<file path="config.mk">
export PLATFORM = sky130hd
export DESIGN_NAME = pq_event_regs
export DESIGN_NICKNAME = d
export VERILOG_FILES = /design/src/pq_event_pkg.sv /design/src/pq_event_regs.sv
export SDC_FILE = /design/constraint.sdc
export NUM_CORES = 1
export LEC_CHECK = 0
export ABC_AREA = 1
export BUFFER_PORTS_ARGS = -buffer_cell sky130_fd_sc_hd__buf_2
export CORE_MARGIN = 1
export CORE_UTILIZATION = 31
export CTS_CLUSTER_SIZE = 30
export DETAILED_ROUTE_END_ITERATION = 8
export HOLD_SLACK_MARGIN = 0.03
export SYNTH_ARGS = -nofsm -noshare
export SYNTH_HDL_FRONTEND = slang
export SYNTH_SLANG_ARGS = --single-unit
</file>
<file path="constraint.sdc">
create_clock -name I_CLK -period 1.96 [get_ports I_CLK]
set_input_delay 0.196 -clock I_CLK [delete_from_list [all_inputs] [get_ports I_CLK]]
set_output_delay 0.196 -clock I_CLK [all_outputs]
set_load 0.02 [all_outputs]
</file>
<file path="src/pq_event_pkg.sv">
// Behaviour
// - writable 24-bit dip threshold, resets to zero
// - writable 24-bit swell threshold, resets all ones
// - per-phase dip rms capture, resets 0x7FFFFF
// - per-phase swell rms capture, resets zero
// - phase A no-load flags in bits 0-5
// - phase B no-load flags in bits 6-11
// - phase C bits 12-17, upper bits read zero
// - dip/swell enables drive active-low event pin
// - no-load enables 10-13 pull event pin low
`default_nettype none
package pq_event_pkg;
   // register indices; byte address is four times the index
   localparam logic [11:0] IDX_DIP_THR = 12'h410;
   localparam logic [11:0] IDX_DIP_A = 12'h411;
   localparam logic [11:0] IDX_DIP_B = 12'h412;
   localparam logic [11:0] IDX_DIP_C = 12'h413;
   localparam logic [11:0] IDX_SWELL_THR = 12'h414;
   localparam logic [11:0] IDX_SWELL_A = 12'h415;
   localparam logic [11:0] IDX_SWELL_B = 12'h416;
   localparam logic [11:0] IDX_SWELL_C = 12'h417;
   localparam logic [11:0] IDX_NOLOAD = 12'h41F;
   localparam logic [11:0] IDX_EVT_EN = 12'h480;
   localparam logic [11:0] IDX_IRQ_STAT = 12'h481;
   localparam logic [11:0] IDX_IRQ_MASK = 12'h482;
   // reset values
   localparam logic [23:0] RST_DIP_THR = 24'h000000;
   localparam logic [23:0] RST_SWELL_THR = 24'hFFFFFF;
   localparam logic [23:0] RST_DIP_VAL = 24'h7FFFFF;
   localparam logic [23:0] RST_SWELL_VAL = 24'h000000;
   localparam logic [13:0] RST_EVT_EN = 14'h0000;
   localparam logic [6:0] RST_IRQ = 7'h00;
   // event enable field positions
   localparam int EN_DIP_LSB = 0;
   localparam int EN_SWELL_LSB = 3;
   localparam int EN_TOT_ACT = 10;
   localparam int EN_TOT_REACT = 11;
   localparam int EN_TOT_APP = 12;
   localparam int EN_FUND_ACT = 13;
   // interrupt status field positions
   localparam int IRQ_DIP_LSB = 0;
   localparam int IRQ_SWELL_LSB = 3;
   localparam int IRQ_NOLOAD = 6;
   // widths
   localparam int VAL_W = 24;
   localparam int EN_W = 14;
   localparam int IRQ_W = 7;
   localparam int NL_W = 18;

   // one phase of no-load flags, msb first in the status word
   typedef struct packed {
      logic fund_apparent;
      logic fund_reactive;
      logic fund_active;
      logic total_apparent;
      logic total_reactive;
      logic total_active;
   } phase_noload_t;

   // no-load flags of all phases, phase A in the low bits
   typedef struct packed {
      phase_noload_t pc;
      phase_noload_t pb;
      phase_noload_t pa;
   } noload_t;

   // half-cycle rms voltages with their update strobe
   typedef struct packed {
      logic valid;
      logic [23:0] a;
      logic [23:0] b;
      logic [23:0] c;
   } rms_sample_t;

   // captured ahb address phase
   typedef struct packed {
      logic wr;
      logic [11:0] idx;
   } ahb_addr_t;
endpackage
`default_nettype wire

</file>
<file path="src/pq_event_regs.sv">
// The AHB-Lite register port is this design's own decision.
`timescale 1ns/1ns
`default_nettype none
module pq_event_regs (
   // clock and reset
   input wire logic I_CLK,
   input wire logic I_RESETN,
   // ahb-lite slave
   input wire logic I_HSEL,
   input wire logic [31:0] I_HADDR,
   input wire logic [1:0] I_HTRANS,
   input wire logic I_HWRITE,
   input wire logic [2:0] I_HSIZE,
   input wire logic [31:0] I_HWDATA,
   input wire logic I_HREADY,
   output logic [31:0] O_HRDATA,
   output logic O_HREADYOUT,
   output logic O_HRESP,
   // metering inputs
   input wire pq_event_pkg::rms_sample_t I_RMS,
   input wire pq_event_pkg::noload_t I_NOLOAD,
   // event and interrupt outputs
   output logic O_EVENT_N,
   output logic O_IRQ
);
   import pq_event_pkg::*;

   logic [VAL_W-1:0] dip_thr_reg;
   logic [VAL_W-1:0] swell_thr_reg;
   logic [VAL_W-1:0] dip_val_reg [3];
   logic [VAL_W-1:0] swell_val_reg [3];
   logic [2:0] dip_act_reg;
   logic [2:0] swell_act_reg;
   logic [NL_W-1:0] noload_reg;
   logic [EN_W-1:0] evt_en_reg;
   logic [IRQ_W-1:0] irq_stat_reg;
   logic [IRQ_W-1:0] irq_mask_reg;
   logic [IRQ_W-1:0] irq_set;
   logic [IRQ_W-1:0] irq_clr;
   ahb_addr_t dph_reg;
   logic wr_pend_reg;
   logic [31:0] rdata_reg;
   logic event_n_reg;
   logic irq_reg;
   logic addr_ok;
   logic [11:0] addr_idx;
   logic req;
   logic rd_req;
   logic [31:0] rd_val;
   logic [VAL_W-1:0] rms_v [3];
   logic [2:0] dip_hit;
   logic [2:0] swell_hit;
   logic [NL_W-1:0] noload_now;
   logic any_tot_act;
   logic any_tot_react;
   logic any_tot_app;
   logic any_fund_act;
   logic evt_low;

   // widen a 24-bit field into a bus word, upper bits zero
   function automatic logic [31:0] word24(input logic [VAL_W-1:0] v);
      return {8'h00, v};
   endfunction

   // merge a pending write into a read of the same register
   function automatic logic [31:0] fwd(input logic [31:0] cur,
                                       input logic [31:0] wdat,
                                       input logic [31:0] fmask,
                                       input logic hit);
      return hit ? (wdat & fmask) : cur;
   endfunction

   // address decode: word aligned, upper bits zero
   assign addr_idx = I_HADDR[13:2];
   assign addr_ok = (I_HADDR[31:14] == 18'h00000) && (I_HADDR[1:0] == 2'h0);
   assign req = I_HSEL && I_HREADY && I_HTRANS[1];
   assign rd_req = req && !I_HWRITE;

   // zero wait states, always okay
   assign O_HREADYOUT = 1'b1;
   assign O_HRESP = 1'b0;
   assign O_HRDATA = rdata_reg;
   assign O_EVENT_N = event_n_reg;
   assign O_IRQ = irq_reg;

   // rms per phase in an indexable form
   assign rms_v[0] = I_RMS.a;
   assign rms_v[1] = I_RMS.b;
   assign rms_v[2] = I_RMS.c;

   // threshold compares for each phase
   always_comb begin
      for (int p = 0; p < 3; p++) begin
         dip_hit[p] = rms_v[p] < dip_thr_reg;
         swell_hit[p] = rms_v[p] > swell_thr_reg;
      end
   end

   // no-load word layout by phase, c total reactive lands on bit 13
   assign noload_now = {I_NOLOAD.pc,
                        I_NOLOAD.pb,
                        I_NOLOAD.pa};

   // address phase capture for the following data phase
   always_ff @(posedge I_CLK or negedge I_RESETN) begin
      if (!I_RESETN) begin
         dph_reg <= '0;
         wr_pend_reg <= 1'b0;
      end else if (I_HREADY) begin
         wr_pend_reg <= req && I_HWRITE && addr_ok;
         dph_reg.wr <= I_HWRITE;
         dph_reg.idx <= addr_idx;
      end
   end

   // threshold registers, written in the data phase
   always_ff @(posedge I_CLK or negedge I_RESETN) begin
      if (!I_RESETN) begin
         dip_thr_reg <= RST_DIP_THR;
         swell_thr_reg <= RST_SWELL_THR;
      end else if (wr_pend_reg && dph_reg.wr) begin
         if (dph_reg.idx == IDX_DIP_THR) begin
            dip_thr_reg <= I_HWDATA[VAL_W-1:0];
         end
         if (dph_reg.idx == IDX_SWELL_THR) begin
            swell_thr_reg <= I_HWDATA[VAL_W-1:0];
         end
      end
   end

   // event enable and interrupt mask registers
   always_ff @(posedge I_CLK or negedge I_RESETN) begin
      if (!I_RESETN) begin
         evt_en_reg <= RST_EVT_EN;
         irq_mask_reg <= RST_IRQ;
      end else if (wr_pend_reg && dph_reg.wr) begin
         if (dph_reg.idx == IDX_EVT_EN) begin
            evt_en_reg <= I_HWDATA[EN_W-1:0];
         end
         if (dph_reg.idx == IDX_IRQ_MASK) begin
            irq_mask_reg <= I_HWDATA[IRQ_W-1:0];
         end
      end
   end

   // per-phase dip and swell state, updated on each half-cycle value
   always_ff @(posedge I_CLK or negedge I_RESETN) begin
      if (!I_RESETN) begin
         dip_act_reg <= 3'h0;
         swell_act_reg <= 3'h0;
      end else if (I_RMS.valid) begin
         dip_act_reg <= dip_hit;
         swell_act_reg <= swell_hit;
      end
   end

   // capture the rms value while a phase is in dip or swell
   always_ff @(posedge I_CLK or negedge I_RESETN) begin
      if (!I_RESETN) begin
         for (int p = 0; p < 3; p++) begin
            dip_val_reg[p] <= RST_DIP_VAL;
            swell_val_reg[p] <= RST_SWELL_VAL;
         end
      end else if (I_RMS.valid) begin
         for (int p = 0; p < 3; p++) begin
            if (dip_hit[p]) begin
               dip_val_reg[p] <= rms_v[p];
            end
            if (swell_hit[p]) begin
               swell_val_reg[p] <= rms_v[p];
            end
         end
      end
   end

   // no-load status follows the energy accumulators
   always_ff @(posedge I_CLK or negedge I_RESETN) begin
      if (!I_RESETN) begin
         noload_reg <= '0;
      end else begin
         noload_reg <= noload_now;
      end
   end

   // any-phase no-load for total active, reactive, apparent and fundamental active
   assign any_tot_act = noload_reg[0] | noload_reg[6] | noload_reg[12];
   assign any_tot_react = noload_reg[1] | noload_reg[7] | noload_reg[13];
   assign any_tot_app = noload_reg[2] | noload_reg[8] | noload_reg[14];
   assign any_fund_act = noload_reg[3] | noload_reg[9] | noload_reg[15];

   // enabled conditions that pull the event pin low
   assign evt_low =
      |(dip_act_reg & evt_en_reg[EN_DIP_LSB +: 3])
      | |(swell_act_reg & evt_en_reg[EN_SWELL_LSB +: 3])
      | (any_tot_act & evt_en_reg[EN_TOT_ACT])
      | (any_tot_react & evt_en_reg[EN_TOT_REACT])
      | (any_tot_app & evt_en_reg[EN_TOT_APP])
      | (any_fund_act & evt_en_reg[EN_FUND_ACT]);

   // registered active-low event pin
   always_ff @(posedge I_CLK or negedge I_RESETN) begin
      if (!I_RESETN) begin
         event_n_reg <= 1'b1;
      end else begin
         event_n_reg <= !evt_low;
      end
   end

   // interrupt events: entry into dip, swell or any no-load
   always_comb begin
      irq_set = '0;
      if (I_RMS.valid) begin
         irq_set[IRQ_DIP_LSB +: 3] = dip_hit & ~dip_act_reg;
         irq_set[IRQ_SWELL_LSB +: 3] = swell_hit & ~swell_act_reg;
      end
      irq_set[IRQ_NOLOAD] = |(noload_now & ~noload_reg);
   end

   // a read of the status register clears it
   assign irq_clr = (rd_req && addr_ok && addr_idx == IDX_IRQ_STAT) ?
                    irq_stat_reg : '0;

   // sticky status, a new event wins over the clear
   always_ff @(posedge I_CLK or negedge I_RESETN) begin
      if (!I_RESETN) begin
         irq_stat_reg <= RST_IRQ;
      end else begin
         irq_stat_reg <= (irq_stat_reg & ~irq_clr) | irq_set;
      end
   end

   // level interrupt while an unmasked status bit stands
   always_ff @(posedge I_CLK or negedge I_RESETN) begin
      if (!I_RESETN) begin
         irq_reg <= 1'b0;
      end else begin
         irq_reg <= |(((irq_stat_reg & ~irq_clr) | irq_set) & irq_mask_reg);
      end
   end

   // read mux, unmapped addresses read zero
   always_comb begin
      rd_val = 32'h00000000;
      if (addr_ok) begin
         unique case (addr_idx)
            IDX_DIP_THR: rd_val = fwd(word24(dip_thr_reg), I_HWDATA,
               32'h00FFFFFF, wr_pend_reg && dph_reg.idx == IDX_DIP_THR);
            IDX_DIP_A: rd_val = word24(dip_val_reg[0]);
            IDX_DIP_B: rd_val = word24(dip_val_reg[1]);
            IDX_DIP_C: rd_val = word24(dip_val_reg[2]);
            IDX_SWELL_THR: rd_val = fwd(word24(swell_thr_reg), I_HWDATA,
               32'h00FFFFFF, wr_pend_reg && dph_reg.idx == IDX_SWELL_THR);
            IDX_SWELL_A: rd_val = word24(swell_val_reg[0]);
            IDX_SWELL_B: rd_val = word24(swell_val_reg[1]);
            IDX_SWELL_C: rd_val = word24(swell_val_reg[2]);
            IDX_NOLOAD: rd_val = {14'h0000, noload_reg};
            IDX_EVT_EN: rd_val = fwd({18'h00000, evt_en_reg}, I_HWDATA,
               32'h00003FFF, wr_pend_reg && dph_reg.idx == IDX_EVT_EN);
            IDX_IRQ_STAT: rd_val = {25'h0000000, irq_stat_reg};
            IDX_IRQ_MASK: rd_val = fwd({25'h0000000, irq_mask_reg},
               I_HWDATA, 32'h0000007F,
               wr_pend_reg && dph_reg.idx == IDX_IRQ_MASK);
            default: rd_val = 32'h00000000;
         endcase
      end
   end

   // read data registered at the address phase
   always_ff @(posedge I_CLK or negedge I_RESETN) begin
      if (!I_RESETN) begin
         rdata_reg <= 32'h00000000;
      end else if (rd_req) begin
         rdata_reg <= rd_val;
      end
   end
endmodule
`default_nettype wire

</file>
==> out/results.md, run 1 <==
• **worst path bufs/invs** 2
• **Arr. time, crit path** 2.78 ns
• **diode count** 0
• **violated checks** setup timing
• **Die Footprint** 0.05575 mm²
• **Clock Power Share** 0.475
• **sequential group share of total power** 0.408
• **cell family with most CP delay** simple AND/OR/NAND/NOR gates
• **Chip Height** 236.1 µm
• **Combinational Power Share** 0.117
• **detailed placer's ending HPWL** 48,740 µm
• **worst supply voltage drop on vdd** 0.0004553 V
• **Tot GR Track Use** 0.2343
• **non-filler cells in the finished layout** 3,430
• **Mean Syn Cell Area** 7.548 µm²
• **length of the first detailed-routing pass in iterations** 5
• **buffer levels on the longest clock path** 3
• **final count of hold timing violations** 0
• **Worst Path Required** 2.40 ns
• **Crit. End Element** flip-flop
• **WL/cell** 21.07 µm
• **total of max-cap violations** 0
• **maximum fanout count along the critical path** 8
• **clock slew at the register clock pins of the worst setup and hold paths** 0.06 ns
• **Achievable Freq** 429.0 MHz
• **CTS tree** done
• **power per cell area** 603.2 mW/mm²
• **classification of the worst setup path** reg2reg
• **routed wire length** 72,290 µm
• **Yosys warning count** 0
• **Boundary Pins** 201
• **source-to-sink clock delay at the later pin of the worst-skew pair** 0.57 ns
• **via density per instance** 5.112
• **post-layout min period** 2.331 ns
• **Internal Power** 11,430 µW
• **Tcrit/Tclk final** 1.189
• **root buffer cell** sky130_fd_sc_hd__clkbuf_16
• **Net Sw Frac** 0.2622
• **Max-slew headroom** 0.5890
• **count of state elements after synthesis** 284
• **antenna violations before repair** 4
• **chain of cells forming the critical path** inv_4, ha_1, nand2_2, nor2_4, nand4_1, nor2_4, nand2_2, nand3_4, nand2_8, clkbuf_16, nand2_1, o21ai_1
• **wire length of the first global-routing pass** 98,970 µm
• **Post-Synthesis Cell Area** 0.01699 mm²
• **signed area change from the synthesized netlist to the final layout** 51.16%
• **hold crit path type** in2reg
• **final setup vio count** 152
• **buffers added on ports** 178
• **first-iteration detailed-routing DRC count** 1,345
• **starting utilization of the core area** 0.3145
• **LEAKAGE** 0.01316 µW
• **cell type of the slowest stage on the worst timing path** sky130_fd_sc_hd__dfstp_2
• **Via Count** 17,530
• **count of standard-cell rows** 85
• **sequential element share of the synthesized area** 0.4252
• **Post-layout nets** 3,011
• **remaining number of nets flagged by the antenna check after routing** 0
• **H-Tree Depth** 2
• **unrepaired setup endpoints after global routing** true
• **post-route clock skew** 0.03044 ns
• **number of buffers created by CTS** 37
• **Synth cell types** 45
• **count of placed standard cells including taps** 3,203
• **P_sw** 4062 µW
• **routability cong.** 0.9446
• **commonest non-fill, non-tap cell in the layout** sky130_fd_sc_hd__nand2_1
• **remaining global-route overflow** 0
• **top library cells by usage in the layout, fill and taps aside** sky130_fd_sc_hd__nand2_1, sky130_fd_sc_hd__inv_1, sky130_fd_sc_hd__dfrtp_1
• **outcome** complete, but fails checks
• **final core utilization** 0.4754
• **largest stage delay on the critical path** 0.55 ns
• **max-slew violation total from the final report** 0
• **Slew @ Worst Pin** 0.6164 ns
• **final worst hold slack** 0.05076 ns
• **type of element launching the critical path** flip-flop
• **Gate Count Post-Synth** 2,251
• **Die X-Extent** 236.1 µm
• **area of the core** 0.05403 mm²
• **fraction of final layout cells with drive strength greater than 1** 0.3606
• **crit path setup slack, layout** -0.3709 ns
• **final sum of negative setup slack** -29.31 ns
• **vias in the first global route** 16,580
• **total clock sinks** 284
• **pin count of the biggest net entering global routing** 64
• **number of remaining DRC errors** 0
==> final cells by class <==
| class | instances | area, µm² |
|---|---|---|
| repair buffers | 498 | 4745 |
| well taps | 696 | 870.8 |
| multi-input cells | 1615 | 10480 |
| inverters | 268 | 1047 |
| clock inverters | 17 | 246.5 |
| repair inverters | 1 | 5.005 |
| flip-flops and latches | 284 | 7224 |
| clock buffers | 51 | 1069 |
| fillers | 5136 | 28340 |
==> worst paths after layout <==
path / start / endpoint / slack, ns / depth (start not counted)
min in group asynchronous: I_RESETN / O_HRDATA[1] / 0.22 / 2
setup / recovery: swell_thr_reg[15] / swell_val_reg[67] / -0.37 / 12
hold reg to reg: dip_val_reg[3] / dip_val_reg[3] / 0.47 / 2
max in group asynchronous: I_RESETN / swell_thr_reg[16] / 0.95 / 3
hold / removal: I_RMS[41] / dip_val_reg[41] / 0.05 / 4
setup reg to reg: swell_thr_reg[15] / swell_val_reg[67] / -0.37 / 12
==> cell families after synthesis <==
family / share of synthesized area
compound gates: 0.1258
fa+ha+maj: 0.1038
buf+inv: 0.08705
flops: 0.4252
mux: 0.0006627
other cells: 0.0004420
simple gates: 0.2570
==> stage by stage <==
step / worst slack [ns] / total power (µW) / instance area [µm²]
after floorplan: 0.008562 / 6808 / 17070
after global placement: -0.7383 / 7500 / 20040
after detailed placement: -0.7443 / 7538 / 20040
after CTS: -0.2524 / 15210 / 23260
after global routing: -0.4125 / 16020 / 25680
final: -0.3709 / 15490 / 25680
==> cell usage after synthesis (all sizes together) <==
cell type / number / area, µm²
a211oi: 2 / 15.01
a21o: 7 / 52.55
a21oi: 85 / 425.4
a221oi: 1 / 8.760
a22o: 7 / 61.31
a31oi: 3 / 33.78
buf: 56 / 337.8
clkbuf: 36 / 135.1
conb: 2 / 7.510
dfrtp: 190 / 4755
dfstp: 94 / 2470
ha: 141 / 1764
inv: 268 / 1006
mux2: 1 / 11.26
nand2: 768 / 2908
nand3: 118 / 590.6
nand3b: 3 / 22.52
nand4: 27 / 175.2
nor2: 128 / 493.0
nor2b: 1 / 6.260
nor3: 17 / 122.6
nor3b: 2 / 15.01
nor4: 2 / 27.53
o2111ai: 2 / 17.52
o211ai: 21 / 157.7
o21a: 5 / 37.54
o21ai: 258 / 1291
o221ai: 1 / 8.760
o22ai: 3 / 18.77
o32ai: 1 / 8.760
or2: 1 / 6.260
==> layer usage <==
| metal | wire length, µm | track usage | vias up |
|---|---|---|---|
| li1 | - | - | 8214 |
| met1 | 30950 | 0.3203 | 8498 |
| met2 | 33490 | 0.3775 | 677 |
| met5 | 40 | 0 | - |
| met3 | 5269 | 0.03885 | 138 |
| met4 | 2536 | 0.07170 | 6 |
==> worst reg2reg max path, cell delays in order (launching register included) <==
cell and delay, ns:
sky130_fd_sc_hd__dfstp_2 0.55, sky130_fd_sc_hd__inv_4 0.06, sky130_fd_sc_hd__ha_1 0.31, sky130_fd_sc_hd__nand2_2 0.09, sky130_fd_sc_hd__nor2_4 0.12, sky130_fd_sc_hd__nand4_1 0.22, sky130_fd_sc_hd__nor2_4 0.21, sky130_fd_sc_hd__nand2_2 0.09
sky130_fd_sc_hd__nand3_4 0.10, sky130_fd_sc_hd__nand2_8 0.12, sky130_fd_sc_hd__clkbuf_16 0.22, sky130_fd_sc_hd__nand2_1 0.06, sky130_fd_sc_hd__o21ai_1 0.07
==> timing repair <==
item / CTS / global route
cloned: 8 / 24
hold endpoints to repair: 226 / 0
resized for setup: 199 / 509
buffers inserted: 12 / 16
endpoints found under the setup margin: 180 / 210
pin swaps: 29 / 77
hold buffers: 103 / 0
==> power groups by stage <==
stage / Sequential (µW) / Combinational (µW) / Clock (µW)
2_1_floorplan: 6320 / 491 / 0
3_3_place_gp: 6350 / 1150 / 0
3_5_place_dp: 6350 / 1190 / 0
4_1_cts: 6260 / 1500 / 7440
5_1_grt: 6330 / 1960 / 7730
6_report: 6310 / 1810 / 7360
(Power assumes the default switching activity.)
==> run 2, diff against run 1 <==
==> constraint.sdc (replaced) <==
create_clock -name I_CLK -period 1.96 [get_ports I_CLK]
set_input_delay 0.392 -clock I_CLK [delete_from_list [all_inputs] [get_ports I_CLK]]
set_output_delay 0.392 -clock I_CLK [all_outputs]
set_load 0.02 [all_outputs]
==> run 2 against run 1 <==
  * The run still ends with setup timing left
  * Global-route usage is 0.32 points higher
  * Power is 3.8% lower
  * Maximum frequency is 0.46% lower
  * Clock power is 6.7% lower
  * Sequential cell count stayed put
  * Sequential power hardly changed
  * Setup slack worse by 0.011 ns
  * Critical path depth is 1 higher
  * Clock skew is 0.0053 ns lower
  * Utilization is 2.0 points lower
  * Via count is 1.7% lower
  * Critical path type unchanged
==> out/results.md, run 2 (synthesis results as in run 1) <==
• **LEAKAGE** 0.01299 µW
• **worst supply voltage drop on vdd** 0.0004757 V
• **crit path setup slack, layout** -0.3818 ns
• **met2 track utilization from global routing** 0.3936
• **antenna violations before repair** 2
• **depth of the worst register-to-register path** 13
• **cell type of the slowest stage on the worst timing path** sky130_fd_sc_hd__dfstp_2
• **clock slew at the register clock pins of the worst setup and hold paths** 0.06 ns
• **buffer levels on the longest clock path** 3
• **violated checks** setup timing
• **outcome** complete, but fails checks
• **Global Route met1 Usage** 0.3185
• **root buffer cell** sky130_fd_sc_hd__clkbuf_16
• **length of the first detailed-routing pass in iterations** 6
• **number of buffers created by CTS** 35
• **unrepaired setup endpoints after global routing** true
• **hold crit path type** in2reg
• **final sum of negative setup slack** -39.78 ns
• **buffers added on ports** 178
• **power per cell area** 605.8 mW/mm²
• **Worst Path Required** 2.39 ns
• **final setup vio count** 154
• **chain of cells forming the critical path** inv_4, ha_4, nand2_4, nor2_4, nand4_1, nor2_2, nand2_1, nand3_2, nand2_4, buf_12, buf_16, nand2_2, o21ai_1
• **commonest non-fill, non-tap cell in the layout** sky130_fd_sc_hd__nand2_1
• **vias in the first global route** 16,810
• **remaining global-route overflow** 0
• **CTS tree** done
• **max-slew violation total from the final report** 0
• **setup slack at placement** -0.7227 ns
• **wire length of the first global-routing pass** 100,500 µm
• **total of max-cap violations** 0
• **worst setup path endpoint** swell_val_reg[68]
• **routability cong.** 0.9428
• **WL/cell** 20.41 µm
• **Arr. time, crit path** 2.77 ns
• **Post-layout nets** 2,990
• **routed wire length** 69,520 µm
• **area of the core** 0.05403 mm²
• **Tcrit/Tclk final** 1.195
• **final core utilization** 0.4552
• **Die Footprint** 0.05575 mm²
• **Boundary Pins** 201
• **count of standard-cell rows** 85
• **fraction of final layout cells with drive strength greater than 1** 0.3474
• **via density per instance** 5.060
• **number of remaining DRC errors** 0
• **first-iteration detailed-routing DRC count** 1,411
• **signed area change from the synthesized netlist to the final layout** 44.75%
• **starting utilization of the core area** 0.3145
• **final count of hold timing violations** 0
• **classification of the worst setup path** reg2reg
• **type of element launching the critical path** flip-flop
• **Die X-Extent** 236.1 µm
• **top library cells by usage in the layout, fill and taps aside** sky130_fd_sc_hd__nand2_1, sky130_fd_sc_hd__inv_1, sky130_fd_sc_hd__buf_4
• **largest stage delay on the critical path** 0.55 ns
• **Filler Cells Inserted** 5,233
• **Via Count** 17,240
• **final worst hold slack** 0.1078 ns
• **pin count of the biggest net entering global routing** 68
• **setup slack of the most critical reg-to-reg path** -0.38 ns
• **most frequent CP cell** sky130_fd_sc_hd__nand2_4
• **remaining number of nets flagged by the antenna check after routing** 0
• **Reg-to-Reg Start** swell_thr_reg[15]
• **Chip Height** 236.1 µm
• **non-filler cells in the finished layout** 3,406
• **post-layout min period** 2.342 ns
• **H-Tree Depth** 2
• **post-route clock skew** 0.02516 ns
• **total clock sinks** 284
• **Crit. End Element** flip-flop
• **detailed placer's ending HPWL** 47,970 µm
• **Tot GR Track Use** 0.2375
• **count of placed standard cells including taps** 3,246
• **maximum fanout count along the critical path** 5
• **source-to-sink clock delay at the later pin of the worst-skew pair** 0.55 ns
• **busiest layer in global routing** met2
• **Worst R2R End** swell_val_reg[68]
• **routing usage on met3** 0.03452
• **Achievable Freq** 427.0 MHz
• **CP startpoint** swell_thr_reg[15]
## run 2: worst min-delay path by stage
| stage | depth (start not counted) | slack (ns) | startpoint | endpoint |
|---|---|---|---|---|
| 2_1_floorplan | 0 | 0.1 | I_RESETN | O_HRDATA[0] |
| 3_3_place_gp | 1 | 0.30 | I_RESETN | dph_reg[4] |
| 3_5_place_dp | 1 | 0.30 | I_RESETN | dph_reg[4] |
| 4_1_cts | 3 | 0.09 | I_HWDATA[23] | swell_thr_reg[23] |
| 5_1_grt | 3 | 0.10 | I_RMS[5] | dip_val_reg[5] |
| 6_report | 3 | 0.11 | I_HWDATA[23] | swell_thr_reg[23] |
## run 2: report_power, final
group	switching, µW	internal, µW	total (µW)
Combinational	997	727	1720
Clock	2680	4190	6870
Sequential	155	6150	6310
Total	3830	11100	14900
## run 2: worst max-delay path: cells and delay by family, from the launching register on
kind	cells	cell delay (ns)
and+or+nand+nor	8	0.97
buffers and inverters	3	0.37
AOI/OAI and AO/OA	1	0.05
adders and majority gates	1	0.28
DFF	1	0.55
## run 2: metal layers
layer | vias up | share of wire
met4 | 2 | 0.031
met2 | 635 | 0.48
li1 | 8143 | -
met3 | 120 | 0.070
met5 | - | 0.00019
met1 | 8336 | 0.42
## run 2: layout make-up
type / count / area (µm²) / area share
sequential: 284 / 7224 / 0.2938
clock inverter: 12 / 196.4 / 0.007987
clock buffer: 50 / 992.2 / 0.04034
antenna: 1 / 2.502 / 0.0001018
timing repair buffer: 479 / 4358 / 0.1772
tap: 696 / 870.8 / 0.03541
inverter: 268 / 1036 / 0.04212
timing repair inverter: 1 / 5.005 / 0.0002035
multi-input combinational: 1615 / 9908 / 0.4029
## run 2: metrics by stage
stage	power, µW	area (µm²)
3_3_place_gp	7518	20320
3_5_place_dp	7557	20320
6_report	14900	24590
4_1_cts	14720	23250
2_1_floorplan	6808	17070
5_1_grt	15400	24590
## run 2: repair_timing
action | 4_1_cts | 5_1_grt
resized for setup | 278 | 251
hold endpoints to repair | 45 | 0
setup endpoints to repair | 158 | 209
pin swaps | 34 | 40
setup buffers | 27 | 24
hold buffers | 19 | 0
gates cloned | 20 | 11
==> run 3, diff against run 2 <==
Settings changed: RECOVER_POWER set to 100.
==> run 3 against run 2 <==
  * The flow still finishes with violations (setup timing)
  * Setup slack got worse by 0.0069 ns
  * Via count about the same
  * Clock skew fell by 0.0011 ns
  * Sequential cell count is the same
  * Critical path type unchanged
==> out/results.md, run 3 (synthesis results as in run 1) <==
• **Filler Cells Inserted** 5,282
• **count of standard-cell rows** 85
• **H-Tree Depth** 2
• **Chip Height** 236.1 µm
• **crit path setup slack, layout** -0.3887 ns
• **Die Footprint** 0.05575 mm²
• **buffers added on ports** 178
• **post-layout min period** 2.349 ns
• **remaining number of nets flagged by the antenna check after routing** 0
• **Slew @ Worst Pin** 1.016 ns
• **WL/cell** 20.41 µm
• **total of max-cap violations** 0
• **routability cong.** 0.9428
• **Worst R2R End** swell_val_reg[68]
• **vias in the first global route** 16,810
• **type of element launching the critical path** flip-flop
• **outcome** complete, but fails checks
• **starting utilization of the core area** 0.3145
• **detailed placer's ending HPWL** 47,970 µm
• **final count of hold timing violations** 0
• **cell depth of the worst hold path** 3
• **Worst Path Required** 2.39 ns
• **Die X-Extent** 236.1 µm
• **first-iteration detailed-routing DRC count** 1,536
• **routed wire length** 69,500 µm
• **post-route clock skew** 0.02408 ns
• **wire length of the first global-routing pass** 100,500 µm
• **unrepaired setup endpoints after global routing** true
• **Total Power Consumption** 14,870 µW
• **worst supply voltage drop on vdd** 0.0004722 V
• **final worst hold slack** 0.1096 ns
• **length of the first detailed-routing pass in iterations** 5
• **number of buffers created by CTS** 35
• **area of the core** 0.05403 mm²
• **CTS tree** done
• **Reg-to-Reg Start** swell_thr_reg[15]
• **number of remaining DRC errors** 0
• **via density per instance** 5.062
• **violated checks** setup timing
• **max-slew violation total from the final report** 0
• **root buffer cell** sky130_fd_sc_hd__clkbuf_16
• **Achievable Freq** 425.8 MHz
• **Via Count** 17,240
• **buffer levels on the longest clock path** 3
• **total clock sinks** 284
• **hold path endpoint** swell_thr_reg[23]
• **clock slew at the register clock pins of the worst setup and hold paths** 0.06 ns
• **maximum fanout count along the critical path** 5
• **top library cells by usage in the layout, fill and taps aside** sky130_fd_sc_hd__nand2_1, sky130_fd_sc_hd__inv_1, sky130_fd_sc_hd__dfrtp_1
• **signed area change from the synthesized netlist to the final layout** 43.80%
• **power per cell area** 608.5 mW/mm²
• **fraction of final layout cells with drive strength greater than 1** 0.3311
• **depth of the worst register-to-register path** 13
• **antenna violations before repair** 2
• **classification of the worst setup path** reg2reg
• **source-to-sink clock delay at the later pin of the worst-skew pair** 0.55 ns
• **Crit. End Element** flip-flop
• **CP startpoint** swell_thr_reg[15]
• **setup slack of the most critical reg-to-reg path** -0.39 ns
• **Max-slew headroom** 0.3225
• **Tcrit/Tclk final** 1.198
• **LEAKAGE** 0.01278 µW
• **hold crit path type** in2reg
• **Post-layout nets** 2,990
• **commonest non-fill, non-tap cell in the layout** sky130_fd_sc_hd__nand2_1
• **pin count of the biggest net entering global routing** 68
• **Arr. time, crit path** 2.78 ns
• **remaining global-route overflow** 0
• **final setup vio count** 172
• **Tot GR Track Use** 0.2375
• **origin of the worst min-delay path** I_HWDATA[23]
• **Boundary Pins** 201
run 3: changes by cell type in the layout (fill, tap and decap cells not counted), sizes merged:
cell | before | now
clkbuf | 59 | 107
buf | 451 | 403
run 3: routing by layer:
metal	global-route usage	share of wire	vias to the layer above
li1	-	-	8134
met1	0.3185	0.43	8332
met2	0.3936	0.47	644
met3	0.03452	0.066	130
met4	0.07289	0.035	2
met5	0	0.00019	-
run 3: layout make-up:
type / instances / area (µm²) / share of cell area
multi-input combinational: 1615 / 9864 / 0.4038
tap: 696 / 870.8 / 0.03564
timing repair inverter: 1 / 5.005 / 0.0002049
inverter: 268 / 1033 / 0.04230
antenna: 1 / 2.502 / 0.0001024
clock buffer: 50 / 992.2 / 0.04061
timing repair buffer: 479 / 4242 / 0.1736
clock inverter: 12 / 196.4 / 0.008041
sequential: 284 / 7224 / 0.2957
run 3: metrics by stage:
stage                 util  TNS (ns)  setup WS, ns  instance area [µm²]  std cells
floorplan                -         0      0.008562                17070       2259
global placement    0.3761    -59.34       -0.7459                20320       3246
detailed placement  0.3761    -61.93       -0.7227                20320       3246
CTS                 0.4303    -25.64       -0.3021                23250       3374
global route        0.4522    -53.75       -0.4289                24430       3405
finish              0.4522    -41.85       -0.3887                24430       3406
run 3: worst max path at each step:
stage          depth (start not counted)                 to
2_1_floorplan                         13  swell_val_reg[66]
3_5_place_dp                          10    dip_val_reg[71]
5_1_grt                               12  swell_val_reg[31]
4_1_cts                               13  swell_val_reg[66]
6_report                              13  swell_val_reg[68]
3_3_place_gp                          10    dip_val_reg[71]
run 3: critical path: stages (launching register included):
cell,delay [ns]
sky130_fd_sc_hd__dfstp_2,0.55
sky130_fd_sc_hd__inv_4,0.06
sky130_fd_sc_hd__ha_4,0.28
sky130_fd_sc_hd__nand2_4,0.06
sky130_fd_sc_hd__nor2_4,0.14
sky130_fd_sc_hd__nand4_1,0.27
sky130_fd_sc_hd__nor2_2,0.19
sky130_fd_sc_hd__nand2_1,0.09
sky130_fd_sc_hd__nand3_2,0.10
sky130_fd_sc_hd__nand2_4,0.09
sky130_fd_sc_hd__buf_12,0.16
sky130_fd_sc_hd__buf_16,0.15
sky130_fd_sc_hd__nand2_2,0.05
sky130_fd_sc_hd__o21ai_1,0.05
run 3: where the power goes:
part	total (µW)	switching, µW	internal, µW	leakage [µW]
Combinational	1700	991	709	0.00891
Clock	6860	2670	4190	0.000572
Sequential	6310	154	6150	0.00330
run 3: timing repair:
item,CTS,global route
resized for setup,278,251
hold buffers,19,0
cloned,20,11
buffers inserted,27,24
hold endpoints to repair,45,0
setup endpoints to repair,158,209
pin swaps,34,40
